===== src/rtl/fsrb_pkg.sv =====
// Package of constants and types for the flash status register bank
`default_nettype none
package fsrb_pkg;

   // Register selectors on the command port
   localparam logic [1:0] SEL_STATUS_PROTECT = 2'h0;
   localparam logic [1:0] SEL_LOCK_QUAD      = 2'h1;
   localparam logic [1:0] SEL_PIN_DRIVE      = 2'h2;

   // First register field positions
   localparam int BIT_BUSY        = 0;
   localparam int BIT_WEL         = 1;
   localparam int BIT_PROT_LO     = 2;
   localparam int BIT_DIRECTION   = 5;
   localparam int BIT_SECTOR      = 6;
   localparam int BIT_PROT_MODE   = 7;
   // Second register field positions
   localparam int BIT_QUAD        = 1;
   localparam int BIT_LOCK_LO     = 3;
   localparam int BIT_COMPLEMENT  = 6;
   localparam int BIT_SUSPEND     = 7;
   // Third register field positions
   localparam int BIT_FREQ        = 4;
   localparam int BIT_DRIVE_LO    = 5;
   localparam int BIT_HOLD_RESET  = 7;

   // Writable masks (reserved and read-only bits excluded)
   localparam logic [7:0] MASK_SR1      = 8'hFC;
   localparam logic [7:0] MASK_SR2      = 8'h42;
   localparam logic [7:0] MASK_SR2_LOCK = 8'h38;
   localparam logic [7:0] MASK_SR3_NV   = 8'h90;
   localparam logic [7:0] MASK_SR3_VOL  = 8'hF0;

   // Reset values
   localparam logic [7:0] RESET_NV      = 8'h00;
   localparam logic [7:0] RESET_VOL     = 8'h00;

   // Embedded operation times
   localparam int CLK_MHZ           = 100;
   localparam int STATUS_WRITE_US   = 5;
   localparam int PROGRAM_US        = 700;
   localparam int ERASE_US          = 20;
   localparam int SW_RESET_US       = 10;
   localparam int STATUS_WRITE_CYC  = STATUS_WRITE_US * CLK_MHZ;
   localparam int SW_RESET_CYC      = SW_RESET_US * CLK_MHZ;
   localparam int PROGRAM_CYC       = PROGRAM_US * CLK_MHZ;
   localparam int ERASE_CYC         = ERASE_US * CLK_MHZ;
   localparam int CNT_W             = 24;

   // Decoded instructions from the command decoder
   typedef enum logic [3:0] {
      FSRB_CMD_NONE      = 4'h0,
      FSRB_CMD_WREN      = 4'h1,
      FSRB_CMD_WRDI      = 4'h2,
      FSRB_CMD_WREN_VOL  = 4'h3,
      FSRB_CMD_WRSR      = 4'h4,
      FSRB_CMD_READ_SR   = 4'h5,
      FSRB_CMD_PROGRAM   = 4'h6,
      FSRB_CMD_ERASE     = 4'h7,
      FSRB_CMD_SUSPEND   = 4'h8,
      FSRB_CMD_RESUME    = 4'h9,
      FSRB_CMD_SW_RESET  = 4'hA
   } fsrb_cmd_e;

   // Embedded operation states, Gray coded along idle-run-finish
   typedef enum logic [1:0] {
      FSRB_IDLE   = 2'b00,
      FSRB_RUN    = 2'b01,
      FSRB_FINISH = 2'b11,
      FSRB_RESET  = 2'b10
   } fsrb_state_e;

endpackage

`default_nettype wire

===== src/rtl/fsrb_nv_if.sv =====
// Interface carrying the non-volatile store port between bank and store
`timescale 1ns/1ps
`default_nettype none
interface fsrb_nv_if;
   logic       wr_en;
   logic [1:0] wr_sel;
   logic [7:0] wr_data;
   logic [7:0] wr_mask;
   logic [7:0] nv_sr1;
   logic [7:0] nv_sr2;
   logic [7:0] nv_sr3;
   modport bank  (output wr_en, wr_sel, wr_data, wr_mask, input nv_sr1, nv_sr2, nv_sr3);
   modport store (input wr_en, wr_sel, wr_data, wr_mask, output nv_sr1, nv_sr2, nv_sr3);
endinterface
`default_nettype wire


===== src/rtl/fsrb_bank.sv =====
// Flash status register bank: status, protection and pin configuration
//
// Functional notes
// - Busy set during program, erase, status write
// - While busy, only status reads accepted
// - Busy clears when operation finishes
// - Write enable instruction sets the latch
// - Latch cleared by reset, disable, embedded ops
// - No program or erase without the latch; status write needs latch or volatile enable
// - Bit 6 selects sector or block granularity
// - Bit 5 selects top or bottom protection
// - Bit 7 lets write-protect pin lock registers
// - Second register bit 7 reports suspend
// - Second register bit 6 selects complement map
// - OTP lock bits protect security registers
// - Quad enable turns protect pins into data
// - Third register bit 7 picks hold or reset
// - Third register bits 6:5 set drive strength
// - Third register bit 4 enables high frequency
// - Non-volatile and volatile copies, default zero
// - Power-up or soft reset loads volatile copies
// - Volatile enable steers next write to volatile
// - Protect mode with pin low and quad off blocks first and second register writes
`timescale 1ns/1ps
`default_nettype none
module fsrb_bank (
   input  wire logic        sys_clk,
   input  wire logic        reset_n,
   input  wire logic        cmd_valid,
   input  wire logic [3:0]  cmd_code,
   input  wire logic [1:0]  cmd_sel,
   input  wire logic [7:0]  cmd_wdata,
   input  wire logic        write_protect_n,
   output logic             cmd_accept,
   output logic             cmd_ignored,
   output logic [7:0]       status_protect_register,
   output logic [7:0]       status_lock_quad_register,
   output logic [7:0]       pin_drive_config_register,
   output logic             busy,
   output logic             write_enable_latch,
   output logic             array_write_start,
   output logic             sector_granularity,
   output logic             protect_direction,
   output logic [2:0]       protect_field,
   output logic             complement_map,
   output logic [2:0]       security_lock,
   output logic             quad_enable,
   output logic             hold_pin_active,
   output logic             reset_pin_active,
   output logic             write_protect_active,
   output logic [6:0]       drive_percent,
   output logic             high_frequency_mode
);

   fsrb_nv_if nv ();

   fsrb_nv_store u_store (
      .sys_clk (sys_clk),
      .reset_n (reset_n),
      .nv      (nv)
   );

   fsrb_pkg::fsrb_state_e                state_q;
   logic [fsrb_pkg::CNT_W-1:0]           cnt_q;
   logic                                 busy_q;
   logic                                 wel_q;
   logic                                 vol_en_q;
   logic                                 sus_q;
   logic                                 load_q;
   logic [7:0]                           vol_sr1_q;
   logic [7:0]                           vol_sr2_q;
   logic [7:0]                           vol_sr3_q;
   logic                                 pend_vld_q;
   logic                                 pend_nv_q;
   logic [1:0]                           pend_sel_q;
   logic [7:0]                           pend_data_q;
   logic                                 take;
   logic                                 sr_locked;
   logic                                 wr_ok;
   logic                                 start_op;
   logic [fsrb_pkg::CNT_W-1:0]           op_len;
   fsrb_pkg::fsrb_cmd_e                  cmd;

   assign cmd = fsrb_pkg::fsrb_cmd_e'(cmd_code);

   // Instructions other than status read are dropped while busy
   assign take = cmd_valid && (!busy_q || cmd == fsrb_pkg::FSRB_CMD_READ_SR);

   // Pin lock only when protect mode set, pin low and quad off
   assign sr_locked = vol_sr1_q[fsrb_pkg::BIT_PROT_MODE] && !write_protect_n
                      && !vol_sr2_q[fsrb_pkg::BIT_QUAD];

   // Third register is not covered by the pin lock
   assign wr_ok = (cmd_sel == fsrb_pkg::SEL_PIN_DRIVE) || !sr_locked;

   // Operations that need the latch or the volatile enable
   always_comb begin
      start_op = 1'b0;
      op_len   = '0;
      if (take) begin
         case (cmd)
            fsrb_pkg::FSRB_CMD_PROGRAM: begin
               start_op = wel_q;
               op_len   = fsrb_pkg::CNT_W'(fsrb_pkg::PROGRAM_CYC);
            end
            fsrb_pkg::FSRB_CMD_ERASE: begin
               start_op = wel_q;
               op_len   = fsrb_pkg::CNT_W'(fsrb_pkg::ERASE_CYC);
            end
            fsrb_pkg::FSRB_CMD_WRSR: begin
               start_op = (wel_q || vol_en_q) && wr_ok;
               op_len   = fsrb_pkg::CNT_W'(fsrb_pkg::STATUS_WRITE_CYC);
            end
            default: begin
               start_op = 1'b0;
               op_len   = '0;
            end
         endcase
      end
   end

   // Embedded operation sequencer
   always_ff @(posedge sys_clk or negedge reset_n) begin
      if (!reset_n) begin
         state_q <= fsrb_pkg::FSRB_IDLE;
         cnt_q   <= '0;
         busy_q  <= 1'b0;
      end else begin
         case (state_q)
            fsrb_pkg::FSRB_IDLE: begin
               if (take && cmd == fsrb_pkg::FSRB_CMD_SW_RESET) begin
                  state_q <= fsrb_pkg::FSRB_RESET;
                  cnt_q   <= fsrb_pkg::CNT_W'(fsrb_pkg::SW_RESET_CYC - 1);
                  busy_q  <= 1'b1;
               end else if (start_op) begin
                  state_q <= fsrb_pkg::FSRB_RUN;
                  cnt_q   <= op_len - 1'b1;
                  busy_q  <= 1'b1;
               end
            end
            fsrb_pkg::FSRB_RUN, fsrb_pkg::FSRB_RESET: begin
               if (cnt_q == '0) begin
                  state_q <= fsrb_pkg::FSRB_FINISH;
               end else begin
                  cnt_q <= cnt_q - 1'b1;
               end
            end
            fsrb_pkg::FSRB_FINISH: begin
               state_q <= fsrb_pkg::FSRB_IDLE;
               busy_q  <= 1'b0;
            end
            default: begin
               state_q <= fsrb_pkg::FSRB_IDLE;
               busy_q  <= 1'b0;
            end
         endcase
      end
   end

   // Write enable latch
   always_ff @(posedge sys_clk or negedge reset_n) begin
      if (!reset_n) begin
         wel_q <= 1'b0;
      end else if (take) begin
         case (cmd)
            fsrb_pkg::FSRB_CMD_WREN:     wel_q <= 1'b1;
            fsrb_pkg::FSRB_CMD_WRDI,
            fsrb_pkg::FSRB_CMD_PROGRAM,
            fsrb_pkg::FSRB_CMD_ERASE,
            fsrb_pkg::FSRB_CMD_WRSR,
            fsrb_pkg::FSRB_CMD_SW_RESET: wel_q <= 1'b0;
            default:                     wel_q <= wel_q;
         endcase
      end
   end

   // Volatile-write enable holds for the next status write only
   always_ff @(posedge sys_clk or negedge reset_n) begin
      if (!reset_n) begin
         vol_en_q <= 1'b0;
      end else if (take) begin
         case (cmd)
            fsrb_pkg::FSRB_CMD_WREN_VOL: vol_en_q <= 1'b1;
            fsrb_pkg::FSRB_CMD_WREN,
            fsrb_pkg::FSRB_CMD_WRDI,
            fsrb_pkg::FSRB_CMD_WRSR,
            fsrb_pkg::FSRB_CMD_SW_RESET: vol_en_q <= 1'b0;
            default:                     vol_en_q <= vol_en_q;
         endcase
      end
   end

   // Suspend flag; set by suspend, cleared by resume and software reset
   always_ff @(posedge sys_clk or negedge reset_n) begin
      if (!reset_n) begin
         sus_q <= 1'b0;
      end else if (take && cmd == fsrb_pkg::FSRB_CMD_SUSPEND) begin
         sus_q <= 1'b1;
      end else if (take && (cmd == fsrb_pkg::FSRB_CMD_RESUME
                            || cmd == fsrb_pkg::FSRB_CMD_SW_RESET)) begin
         sus_q <= 1'b0;
      end
   end

   // Captured status write, committed when the operation ends
   always_ff @(posedge sys_clk or negedge reset_n) begin
      if (!reset_n) begin
         pend_vld_q  <= 1'b0;
         pend_nv_q   <= 1'b0;
         pend_sel_q  <= fsrb_pkg::SEL_STATUS_PROTECT;
         pend_data_q <= 8'h00;
      end else if (start_op && cmd == fsrb_pkg::FSRB_CMD_WRSR) begin
         pend_vld_q  <= 1'b1;
         pend_nv_q   <= !vol_en_q;
         pend_sel_q  <= cmd_sel;
         pend_data_q <= cmd_wdata;
      end else if (state_q == fsrb_pkg::FSRB_FINISH) begin
         pend_vld_q  <= 1'b0;
         pend_nv_q   <= 1'b0;
      end
   end

   // Non-volatile store write at the end of a status write
   always_comb begin
      nv.wr_en   = state_q == fsrb_pkg::FSRB_FINISH && pend_nv_q;
      nv.wr_sel  = pend_sel_q;
      nv.wr_data = pend_data_q;
      case (pend_sel_q)
         fsrb_pkg::SEL_STATUS_PROTECT: nv.wr_mask = fsrb_pkg::MASK_SR1;
         fsrb_pkg::SEL_LOCK_QUAD:      nv.wr_mask = fsrb_pkg::MASK_SR2
                                                    | fsrb_pkg::MASK_SR2_LOCK;
         fsrb_pkg::SEL_PIN_DRIVE:      nv.wr_mask = fsrb_pkg::MASK_SR3_NV;
         default:                      nv.wr_mask = 8'h00;
      endcase
   end

   // Reload request after power-up and software reset
   always_ff @(posedge sys_clk or negedge reset_n) begin
      if (!reset_n) begin
         load_q <= 1'b1;
      end else begin
         load_q <= state_q == fsrb_pkg::FSRB_RESET && cnt_q == '0;
      end
   end

   // Volatile working copies
   always_ff @(posedge sys_clk or negedge reset_n) begin
      if (!reset_n) begin
         vol_sr1_q <= fsrb_pkg::RESET_VOL;
         vol_sr2_q <= fsrb_pkg::RESET_VOL;
         vol_sr3_q <= fsrb_pkg::RESET_VOL;
      end else if (load_q) begin
         vol_sr1_q <= nv.nv_sr1 & fsrb_pkg::MASK_SR1;
         vol_sr2_q <= nv.nv_sr2 & fsrb_pkg::MASK_SR2;
         vol_sr3_q <= nv.nv_sr3 & fsrb_pkg::MASK_SR3_NV;
      end else if (state_q == fsrb_pkg::FSRB_FINISH && pend_vld_q) begin
         case (pend_sel_q)
            fsrb_pkg::SEL_STATUS_PROTECT:
               vol_sr1_q <= pend_data_q & fsrb_pkg::MASK_SR1;
            fsrb_pkg::SEL_LOCK_QUAD:
               vol_sr2_q <= pend_data_q & fsrb_pkg::MASK_SR2;
            fsrb_pkg::SEL_PIN_DRIVE:
               vol_sr3_q <= pend_data_q & (pend_nv_q ? fsrb_pkg::MASK_SR3_NV
                                                     : fsrb_pkg::MASK_SR3_VOL);
            default:
               vol_sr3_q <= vol_sr3_q;
         endcase
      end
   end

   // Command handshake outputs
   always_ff @(posedge sys_clk or negedge reset_n) begin
      if (!reset_n) begin
         cmd_accept        <= 1'b0;
         cmd_ignored       <= 1'b0;
         array_write_start <= 1'b0;
      end else begin
         cmd_accept        <= take;
         cmd_ignored       <= cmd_valid && !take;
         array_write_start <= start_op && cmd != fsrb_pkg::FSRB_CMD_WRSR;
      end
   end

   // Register images and decoded controls
   always_ff @(posedge sys_clk or negedge reset_n) begin
      if (!reset_n) begin
         status_protect_register   <= 8'h00;
         status_lock_quad_register <= 8'h00;
         pin_drive_config_register <= 8'h00;
         busy                      <= 1'b0;
         write_enable_latch        <= 1'b0;
         sector_granularity        <= 1'b0;
         protect_direction         <= 1'b0;
         protect_field             <= 3'h0;
         complement_map            <= 1'b0;
         security_lock             <= 3'h0;
         quad_enable               <= 1'b0;
         hold_pin_active           <= 1'b0;
         reset_pin_active          <= 1'b0;
         write_protect_active      <= 1'b0;
         drive_percent             <= 7'h00;
         high_frequency_mode       <= 1'b0;
      end else begin
         status_protect_register   <= vol_sr1_q | {6'h00, wel_q, busy_q};
         status_lock_quad_register <= vol_sr2_q | (nv.nv_sr2 & fsrb_pkg::MASK_SR2_LOCK)
                                      | {sus_q, 7'h00};
         pin_drive_config_register <= vol_sr3_q;

         // Status levels
         busy                      <= busy_q;
         write_enable_latch        <= wel_q;

         // Protection fields
         sector_granularity        <= vol_sr1_q[fsrb_pkg::BIT_SECTOR];
         protect_direction         <= vol_sr1_q[fsrb_pkg::BIT_DIRECTION];
         protect_field             <= vol_sr1_q[fsrb_pkg::BIT_PROT_LO +: 3];
         complement_map            <= vol_sr2_q[fsrb_pkg::BIT_COMPLEMENT];
         security_lock             <= nv.nv_sr2[fsrb_pkg::BIT_LOCK_LO +: 3];
         quad_enable               <= vol_sr2_q[fsrb_pkg::BIT_QUAD];

         // Pin roles
         hold_pin_active           <= !vol_sr2_q[fsrb_pkg::BIT_QUAD]
                                      && !vol_sr3_q[fsrb_pkg::BIT_HOLD_RESET];
         reset_pin_active          <= !vol_sr2_q[fsrb_pkg::BIT_QUAD]
                                      && vol_sr3_q[fsrb_pkg::BIT_HOLD_RESET];
         write_protect_active      <= sr_locked;

         // Drive strength
         case (vol_sr3_q[fsrb_pkg::BIT_DRIVE_LO +: 2])
            2'h0:    drive_percent <= 7'h32;
            2'h1:    drive_percent <= 7'h19;
            2'h2:    drive_percent <= 7'h4B;
            default: drive_percent <= 7'h64;
         endcase

         // Frequency mode
         high_frequency_mode       <= vol_sr3_q[fsrb_pkg::BIT_FREQ];
      end
   end

endmodule // fsrb_bank
`default_nettype wire


===== src/rtl/fsrb_nv_store.sv =====
// Non-volatile copies of the status register bits
`timescale 1ns/1ps
`default_nettype none
module fsrb_nv_store (
   input wire logic  sys_clk,
   input wire logic  reset_n,
   fsrb_nv_if.store  nv
);
   logic [7:0] nv_q [3];

   // Masked write; lock bits may only go from 0 to 1
   genvar g;
   generate
      for (g = 0; g < 3; g++) begin : g_reg
         always_ff @(posedge sys_clk or negedge reset_n) begin
            if (!reset_n) begin
               nv_q[g] <= fsrb_pkg::RESET_NV;
            end else if (nv.wr_en && nv.wr_sel == 2'(g)) begin
               nv_q[g] <= (nv_q[g] & ~nv.wr_mask) | (nv.wr_data & nv.wr_mask)
                          | (g == 1 ? (nv_q[g] & fsrb_pkg::MASK_SR2_LOCK) : 8'h00);
            end
         end
      end
   endgenerate

   assign nv.nv_sr1 = nv_q[0];
   assign nv.nv_sr2 = nv_q[1];
   assign nv.nv_sr3 = nv_q[2];
endmodule // fsrb_nv_store
`default_nettype wire


===== config.mk =====
export PLATFORM = sky130hd
export DESIGN_NAME = fsrb_bank
export DESIGN_NICKNAME = d
export VERILOG_FILES = /design/src/rtl/fsrb_pkg.sv /design/src/rtl/fsrb_nv_if.sv /design/src/rtl/fsrb_bank.sv /design/src/rtl/fsrb_nv_store.sv
export SDC_FILE = /design/constraint.sdc
export NUM_CORES = 1
export LEC_CHECK = 0
export ABC_AREA = 1
export BUFFER_PORTS_ARGS = -buffer_cell sky130_fd_sc_hd__buf_2
export CAP_MARGIN = 30
export CORE_ASPECT_RATIO = 0.7
export CORE_MARGIN = 5
export CORE_UTILIZATION = 40
export CTS_BUF_LIST = sky130_fd_sc_hd__clkbuf_2 sky130_fd_sc_hd__clkbuf_4 sky130_fd_sc_hd__clkbuf_8
export CTS_CLUSTER_DIAMETER = 60
export DETAILED_ROUTE_END_ITERATION = 10
export PLACE_DENSITY = 0.6
export REMOVE_ABC_BUFFERS = 1
export SKIP_CTS_REPAIR_TIMING = 1
export SYNTH_ARGS = -nofsm -noshare
export SYNTH_HDL_FRONTEND = slang
export SYNTH_SLANG_ARGS = --single-unit
export TNS_END_PERCENT = 100

===== constraint.sdc =====
create_clock -name sys_clk -period 3.2 [get_ports sys_clk]
set_input_delay 0.16 -clock sys_clk [delete_from_list [all_inputs] [get_ports sys_clk]]
set_output_delay 0.16 -clock sys_clk [all_outputs]
set_load 0.01 [all_outputs]

Yosys cells after proc, flatten, opt, wreduce, memory -nomap -nowiden
Index checks and enable logic that the tools add are counted.

storage, ports and cells
  logic and storage cells = 162
  input bits = 18
  output and inout bits = 50
  bits in registers = 141

cells by class
  multiplexer cells = 34
  add/sub/neg operators = 2
  eq/ne operators = 22
  reduce and logical (&&, ||, !) cells = 55
  bitwise operators = 13

operators with widths
  kind                                                count
  two-way mux 24 bit                                  4
  two-way mux 8 bit                                   9
  one-hot mux 17 bit (3 select lines)                 1
  one-hot mux 24 bit (2 select lines)                 1
  subtractor 24 x 1 -> 24 bit, second input constant  2
  bitwise AND 8 bit                                   5
  bitwise OR 8 bit                                    4
  logical NOT 24 bit                                  1
  one-hot mux 8 bit (3 select lines)                  1
  one-hot mux 7 bit (3 select lines)                  1
  nonzero test 2 bit                                  10
  logical AND 1 bit                                   18
  == test 4 x 3 -> 1 bit, second input constant       4
  bitwise OR 8 x 6 -> 8 bit                           2
  AND reduction 2 bit                                 7
  == test 4 bit, second input constant                3
  == test 2 bit, second input constant                5
  == test 4 x 2 -> 1 bit, second input constant       2
  two-way mux 1 bit                                   8
  inverter 8 bit                                      1
  bitwise OR 8 x 2 -> 8 bit                           1
  one-hot mux 1 bit (2 select lines)                  4
  logical NOT 1 bit                                   7
  two-way mux 7 bit                                   1
  other kinds (13)                                    24

Longest topological paths before layout
Gate-level depths: netlist (run 1).

  depth after elaboration = 11
  mapped depth = 15

By module
From an unflattened synthesis (run 1), not the netlist that was laid out.

second synthesis, totals
  cell total of the unflattened synthesis = 702
  area total of the unflattened synthesis = 5726.7 um^2

modules (own cells, without submodules)
  module         area an instance (um^2)  cells an instance  seq. area each (um^2)  times used
  fsrb_bank      4594.4                   574                2128.3                 1
  fsrb_nv_store  1132.3                   128                600.6                  1

Least setup slack after synthesis (run 1)
No wires, ideal clock.

  kind = reg2reg
  start = register cnt_q[0] in the netlist's numbering
  end = register cnt_q[11] in the netlist's numbering
  buffers on the path = 2
  data required time = 3.135 ns
  data arrival time = 1.595 ns
  stages on the path, launching flop included = 13
  setup slack = 1.541 ns
  library setup time = 0.065 ns
  cells stage by stage = dfrtp_1 > inv_1 > ha_1 > nand2_1 > nor2_4 > nand3_1 > nand2_2 > nand2_2 > nand2_4 > buf_8 > buf_12 > nand2_2 > nand2_1

on the way
  cells in the longest elaborated chain, start to end = 3

ends and longest elaborated chain
  item                                                                        RTL line                            text
  from (decl)                                                                 fsrb_bank.sv:64                     logic [fsrb_pkg::CNT_W-1:0] cnt_q;
  from (signal assigned)                                                      fsrb_bank.sv:133                    cnt_q <= fsrb_pkg::CNT_W'(fsrb_pkg::SW_RESET_CYC - 1);
  from (signal assigned)                                                      fsrb_bank.sv:137                    cnt_q <= op_len - 1'b1;
  from (signal assigned)                                                      fsrb_bank.sv:145                    cnt_q <= cnt_q - 1'b1;
  subtractor 24 x 1 -> 24 bit or logical NOT 24 bit (tied branches)           fsrb_bank.sv:145, fsrb_bank.sv:142
  two-way mux 24 bit or != test 2 bit (tied branches)                         --
  one-hot mux 24 bit (2 select lines) or AND reduction 3 bit (tied branches)  --

Several ways; a longest one is shown, not always the timed one. The select of a mux whose other input is x is not followed.
A chain may end at the register's enable or synchronous reset.

Final worst setup path (run 1)
  start = register cnt_q[0] in the netlist's numbering
  end = register cnt_q[8] in the netlist's numbering

Same word-level chain as after synthesis.

==> metrics, run 1 <==
GP Congestion=0.890; largest net degree at the start of global routing=74; CTS tree=built; Synth area leader=dfrtp_1; Cells after DPL=815; fin area=5480 sq um; synth top area cells=dfrtp_1 48%, nand2_1 13%, nor2_1 6.5%; Routed wire per std cell=13.2 um; Post-DP HPWL=8.12 mm; Leakage=0.00300 uW; Die ar.=14800 sq um; final non-filler cell total=832; RSZ-0062 raised after global routing=false; synthesized flop and latch total=97; Slew Viols, Final=0; ys async rst share=100%; Cell Rows=34; most frequent cells in the layout=173 x nand2_1, 96 x dfrtp_1, 86 x nor2_1; post-layout power=4750 uW; Synth top area share=48.3%; worst-case hold path end point=nv.wr_data[4]; Min-Delay Path Class=input port to flop; Worst-Skew Late Latency=0.37 ns; register area share after synthesis=48.8%; first-pass GRT wire length=18.5 mm; area grow syn2layout=10.2%; Inserted Clock Buffers=9; CP max FO=18; num ports=68; Initial Util=40.5%; Mean Syn Cell Area=8.06 sq um; Most used DFF post-synth=dfrtp_1; distinct cell type count after synthesis=37; port bufs=60; layout cells sized above 1=18.7%; die height=103 um; Reg-to-Reg Start=cnt_q[0]; hold violation count in the final report=0; cells on worst reg2reg path=10; routed vias/inst=4.78; status=complete, no violations; GRT Resource Usage Total=15.8%; Crit Path Category=flop to flop; CTS Sinks=97; vias=3977; hold path start=cmd_wdata[4]; initial antenna violation count=0; Max rail drop VDD=0.413 mV; CP Launch Type=flop; f_max=0.456 GHz; fin crit period=2.20 ns; drt total wl=11.0 mm; fin crit share=68.6%; Routed Antenna Nets=0; critical path required time=3.45 ns; drt pass-1 iters=5; total negative setup slack=0 ns; CP Capture Type=flop; Yosys warning total=0; htree depth=3; EDFF count, synth=0; Layout Nets=694; capturing point of the worst reg2reg path=cnt_q[8]; number of buffers on the longest clock path=2; vias in the first global route=3693; area post-placement=5280 sq um; MaxCap Viol Count=0; total congestion overflow=0; Mapped Cells=617; # setup viols final=0; Core Area=12300 sq um; Cell Pwr Density=865 nW/um^2; Worst Skew=0.0105 ns; arrival time worst endpoint=2.45 ns; commonest non-fill, non-tap cell in the layout=nand2_1; clock root buffer=clkbuf_8; Hold Crit Depth=3; register-to-register setup slack=1.00 ns; DRC viols=0; Syn Std Cell Area=4980 sq um; worst rel slew slack=40.3%; ANT cells=0; Die Wd=143 um; Tightest Pin Transition=0.896 ns; CTS clock-pin slew for the worst setup and hold paths=0.10 ns; drt initial violations=235
## Yosys cell counts, types with 4 or more instances
cell and n:
ha_1 11, nand3_1 31, buf_4 21, o21ai_0 37, nand4_1 9, nand2_2 26
clkbuf_1 5, nor2_4 4, nand2_1 173, nor2_1 86, inv_1 59, dfrtp_1 96
nand2_4 4, a21oi_1 16
## cells by family after synthesis
family                     Yosys count  synth area share [%]
and+or+nand+nor                    341                  30.2
DFF                                 97                  48.8
buffers and inverters               96                  9.88
AOI/OAI and AO/OA                   66                  7.27
adders and majority gates           11                  2.77
xor gates and xnor gates             3                 0.528
muxes                                2                 0.453
other                                1                0.0754
## routing by layer
metal  GRT usage (%)  up-vias  share of wire, %
li1                -     2005                 -
met1            23.8     1840                51
met2            23.1      117                42
met3            3.54       15               5.6
met4            3.91        0               1.1
met5               0        -                 0
## how the worst max path moves through the flow
stage	from	end	slack [ns]	cells after the start
floorplan	state_q[1]	cnt_q[0]	1.06	9
global placement	cnt_q[0]	cnt_q[8]	1.06	10
detailed placement	state_q[0]	cnt_q[4]	1.03	9
CTS	state_q[1]	cnt_q[23]	1.01	9
global route	cnt_q[6]	cnt_q[17]	0.80	9
finish	cnt_q[0]	cnt_q[8]	1.00	10
## where the power goes
part	total (uW)	internal, uW	leakage (uW)	switching, uW
Sequential	1900	1590	0.00123	317
Clock	769	304	0.0000984	465
Combinational	2070	720	0.00167	1350
Total	4750	2610	0.00300	2140
## worst max-delay path, stage by stage, from the launching register on
cell and delay [ns]:
dfrtp_1 0.44, inv_1 0.10, ha_1 0.22, nand2_1 0.19, nor2_4 0.20, nand3_1 0.12, nand2_2 0.11, nand2_2 0.07
nand2_4 0.18, buf_4 0.31, o21ai_0 0.12
## metrics by stage
step | setup slack [ns] | hold WS (ns) | util (%)
after floorplan | 1.06 | -0.136 | -
after global placement | 1.06 | 0.338 | 42.9
after detailed placement | 1.03 | 0.344 | 42.9
after CTS | 1.01 | -0.0746 | 44.5
after global routing | 0.796 | 0.0139 | 44.6
final | 1.00 | 0.0295 | 44.6
## final cells by class
class                   count  area, sq um
clock buffers               9          124
well taps                 162          203
flip-flops and latches     97         2430
repair buffers             65          343
fillers                  1224         6810
inverters                  63          241
multi-input cells         429         2070
clock inverters             7         68.8
(Power assumes the default switching activity.)
==> run 2, diff against run 1 <==
clock period = 2.1 ns   (was 3.2 ns; I/O delays follow)
==> run 2 against run 1 <==
Against the previous run: the flow now finishes with violations (negative hold slack); via count fell by 0.30%; total power rose by 55%; worst hold slack got worse by 0.062 ns; flip-flop and latch count did not move; register-to-register slack got worse by 0.77 ns; global-route usage barely moved; final cell count rose by 1.4%; clock skew rose by 0.0024 ns; critical path depth did not move; critical path type unchanged; largest power group unchanged; highest routed layer unchanged.
==> metrics, run 2 (same netlist as run 1, synthesis figures left out) <==
status=finished with violations; failing checks=negative hold slack; Slew Viols, Final=0; Die Wd=143 um; Die ar.=14800 sq um; Cell Pwr Density=1310 nW/um^2; number of buffers on the longest clock path=2; Min-Delay Path Class=input port to flop; CP Launch Type=flop; Final WS setup=0.240 ns; initial antenna violation count=0; Crit path top cell by count=nand2_2; routed vias/inst=4.70; CP max FO=28; crit-path max cell delay=0.44 ns; Slowest-stage cell, CP=dfrtp_1; Cell Rows=34; critical path required time=2.37 ns; num ports=68; die height=103 um; Cells after DPL=818; Worst Skew=0.0129 ns; ANT cells=0; CTS Sinks=97; RSZ-0062 raised after global routing=false; largest net degree at the start of global routing=59; CP top delay family=simple AND/OR/NAND/NOR gates; Core Area=12300 sq um; area grow syn2layout=13.5%; Tightest Pin Transition=0.536 ns; total negative setup slack=0 ns; Leakage=0.00307 uW; Crit Path Category=flop to flop; layout cells sized above 1=19.1%; CP Capture Type=flop; Layout Nets=706; fin crit share=88.6%; htree depth=3; post-layout power=7370 uW; # setup viols final=0; total congestion overflow=0; most frequent cells in the layout=172 x nand2_1, 96 x dfrtp_1, 85 x nor2_1; commonest non-fill, non-tap cell in the layout=nand2_1; clock root buffer=clkbuf_8; vias in the first global route=3757; CTS clock-pin slew for the worst setup and hold paths=0.11 ns; CTS tree=built; GRT Resource Usage Total=15.7%; drt total wl=10.9 mm; arrival time worst endpoint=2.13 ns; worst rel slew slack=64.3%; drt initial violations=218; DRC viols=0; hold violation count in the final report=1; Reg-to-Reg Start=cnt_q[0]; first-pass GRT wire length=18.4 mm; vias=3965; Inserted Clock Buffers=9; Routed wire per std cell=12.9 um; register-to-register setup slack=0.24 ns; Worst Setup SP=cnt_q[0]; smallest hold slack=-0.0320 ns; Routed Antenna Nets=0; MaxCap Viol Count=0; final non-filler cell total=844; f_max=0.538 GHz; drt pass-1 iters=4; CP bufs+invs=2; Worst-Skew Late Latency=0.38 ns; fin crit period=1.86 ns; hold path start=cmd_wdata[7]; Post-DP HPWL=8.00 mm; DP Worst Slack=0.185 ns; GP Congestion=0.865; port bufs=60; Max rail drop VDD=0.724 mV; Initial Util=40.5%; crit-path cells=inv_1 > ha_1 > nand2_2 > nor2_4 > nand3_1 > nand2_2 > nand2_2 > nand2_4 > buf_12 > o21ai_0; Core Util, Final=45.9%
==> run 2: per-layer routing <==
metal  share of wire, %  vias up  global-route usage, %
met5                  0        -                      0
met4               0.70        0                   3.18
met3                4.8        7                   4.04
met2                 44       79                   24.3
met1                 51     1839                   22.7
li1                   -     2040                      -
==> run 2: cell type report <==
| type | count | area, sq um |
|---|---|---|
| flip-flops and latches | 97 | 2430 |
| repair buffers | 77 | 480 |
| well taps | 162 | 203 |
| inverters | 63 | 244 |
| clock inverters | 7 | 86.3 |
| fillers | 1234 | 6650 |
| multi-input cells | 429 | 2080 |
| clock buffers | 9 | 124 |
==> run 2: path summary, 6_finish.rpt <==
| path | end | depth (start not counted) |
|---|---|---|
| worst max-delay path | cnt_q[8] | 10 |
| worst min-delay path | nv.wr_data[7] | 3 |
| worst max register to register | cnt_q[8] | 10 |
| worst min register to register | status_protect_register[6] | 0 |
| max in group asynchronous | load_q | 3 |
| min in group asynchronous | pin_drive_config_register[4] | 2 |
==> run 2: worst reg2reg max path: cells and delay by family (launching register included) <==
family          cells  cell delay (ns)
simple gates        6             0.67
flops               1             0.44
buf+inv             2             0.29
fa+ha+maj           1             0.22
compound gates      1             0.12
==> run 2: where the power goes <==
group	total, uW	internal [uW]	switching, uW	leakage [uW]
clock network	1250	487	764	0.000105
logic	3220	1150	2070	0.00173
registers	2890	2420	478	0.00123
total	7370	4060	3310	0.00307
==> run 2: through the flow <==
step | hold WS [ns] | area, sq um
2_1_floorplan | -0.191 | 4740
5_1_grt | 0.00240 | 5650
6_report | -0.0320 | 5650
3_3_place_gp | 0.111 | 5330
4_1_cts | -0.302 | 5540
3_5_place_dp | 0.129 | 5330
==> run 3, diff against run 2 <==
CORE_MARGIN = 2   (was 5)
SETUP_SLACK_MARGIN = 0.3   (was unset)
TNS_END_PERCENT = 5   (was 100)
==> run 3 against run 2 <==
Against the previous run: the run still ends with negative hold slack left; worst hold slack better by 0.015 ns; worst setup slack better by 0.13 ns; final cell count up 0.71%; largest power group unchanged; non-clock buffer count up 6; critical endpoint is now cnt_q[15]; sequential power up 1%; clock-buffer cell count unchanged; sequential share of layout area down 0.58 points; clock power about the same; via count up 2.5%; critical path depth down 2.
==> metrics, run 3 (same netlist as run 1, synthesis figures left out) <==
Post-DP HPWL=8.15 mm; area grow syn2layout=15.1%; NetSw=3360 uW; Clk network pwr share=16.8%; CP Launch Type=flop; worst rel slew slack=64.5%; f_max=0.576 GHz; Min-Delay Path Class=input port to flop; drt initial violations=341; Sequential Power Share=38.5%; fin crit period=1.73 ns; MaxCap Viol Count=0; final non-filler cell total=850; drt pass-1 iters=5; status=finished with violations; largest net degree at the start of global routing=43; register-to-register setup slack=0.37 ns; CP max FO=7; arrival time worst endpoint=2.05 ns; CP Capture Type=flop; smallest hold slack=-0.0173 ns; Tightest Pin Transition=0.532 ns; port bufs=60; Leakage=0.00309 uW; commonest non-fill, non-tap cell in the layout=nand2_1; met2 usage=24.3%; Crit Path Category=flop to flop; Cell Rows=34; fin crit share=82.6%; vias=4063; vias in the first global route=3746; number of buffers on the longest clock path=2; critical path required time=2.42 ns; Core Area=12300 sq um; CTS clock-pin slew for the worst setup and hold paths=0.10 ns; initial antenna violation count=0; Sw Share=44.2%; CP top delay family=simple AND/OR/NAND/NOR gates; Slew Viols, Final=0; Die ar.=13400 sq um; crit-path max cell delay=0.44 ns; drt total wl=11.2 mm; Initial Util=40.5%; Gate power share=44.6%; layout cells sized above 1=22.2%; Routed Antenna Nets=0; Core Util, Final=46.6%; Layout Nets=712; clock root buffer=clkbuf_8; grt met1 use=27.8%; GR peak layer=met1; DRC viols=0; htree depth=3; Routed wire per std cell=13.2 um; Max rail drop VDD=0.734 mV; CTS Sinks=97; Worst Skew=0.00946 ns; die height=97.3 um; GRT Resource Usage Total=17.7%; most frequent cells in the layout=172 x nand2_1, 94 x dfrtp_1, 76 x nor2_1; ANT cells=0; Inserted Clock Buffers=9; GRT met3 Usage=3.91%; Slowest-stage cell, CP=dfrtp_1; total congestion overflow=0; Die Wd=137 um; filler instances=1211; GP Congestion=0.873; Cells after DPL=821; # setup viols final=0; crit-path cells=inv_1 > nand4_1 > ha_2 > inv_1 > nand4_1 > o21ai_0 > nand2_1 > nand2_1; Cell Pwr Density=1330 nW/um^2; CP bufs+invs=2; Worst-Skew Late Latency=0.37 ns; routed vias/inst=4.78; CTS tree=built; first-pass GRT wire length=18.6 mm; hold violation count in the final report=1; num ports=68; failing checks=negative hold slack; Int Pwr=4240 uW; RSZ-0062 raised after global routing=true
-- run 3: worst min-delay path, stage by stage --
cell,delay [ns]
buf_2,0.08
nor2_1,0.03
a21oi_1,0.10
-- run 3: layer usage --
metal	up-vias	routed length, um
met3	12	647
met5	-	0
li1	2049	-
met4	0	115
met2	120	4560
met1	1882	5880
-- run 3: layout make-up --
cell class | count | area [sq um] | share of cell area (%)
sequential | 97 | 2430 | 42.4
multi-input combinational | 429 | 2120 | 37.0
inverter | 63 | 244 | 4.26
clock buffer | 9 | 124 | 2.16
timing repair buffer | 83 | 520 | 9.09
clock inverter | 7 | 83.8 | 1.46
tap | 162 | 203 | 3.54
-- run 3: path summary, 6_finish.rpt --
kind                                 startpoint                          to  depth (start not counted)
setup / recovery                         busy_q                   cnt_q[15]                          8
hold / removal                     cmd_wdata[6]               nv.wr_data[6]                          3
setup reg to reg                         busy_q                   cnt_q[15]                          8
hold reg to reg            u_store.nv.nv_sr2[4]            security_lock[1]                          0
max in group asynchronous               reset_n                       sus_q                          3
min in group asynchronous               reset_n  status_protect_register[4]                          2
-- run 3: metrics by stage --
step                      instance area (sq um)  setup TNS [ns]  worst slack [ns]  hold slack (ns)  total power (uW)
final                                      5730               0             0.365          -0.0173              7600
after CTS                                  5560               0             0.209           -0.294              7510
after global placement                     5350               0             0.264            0.115              6110
after global routing                       5730               0             0.250          0.00561              8260
after detailed placement                   5350               0             0.226            0.125              6210
after floorplan                            4740          -0.718           -0.0359           -0.191              5050
-- run 3: power groups by stage --
stage	Sequential [uW]	Clock, uW	Combinational, uW
global placement	2920	0	3190
CTS	2910	1320	3280
finish	2930	1280	3390
floorplan	2920	0	2140
detailed placement	2940	0	3270
global route	3010	1390	3860
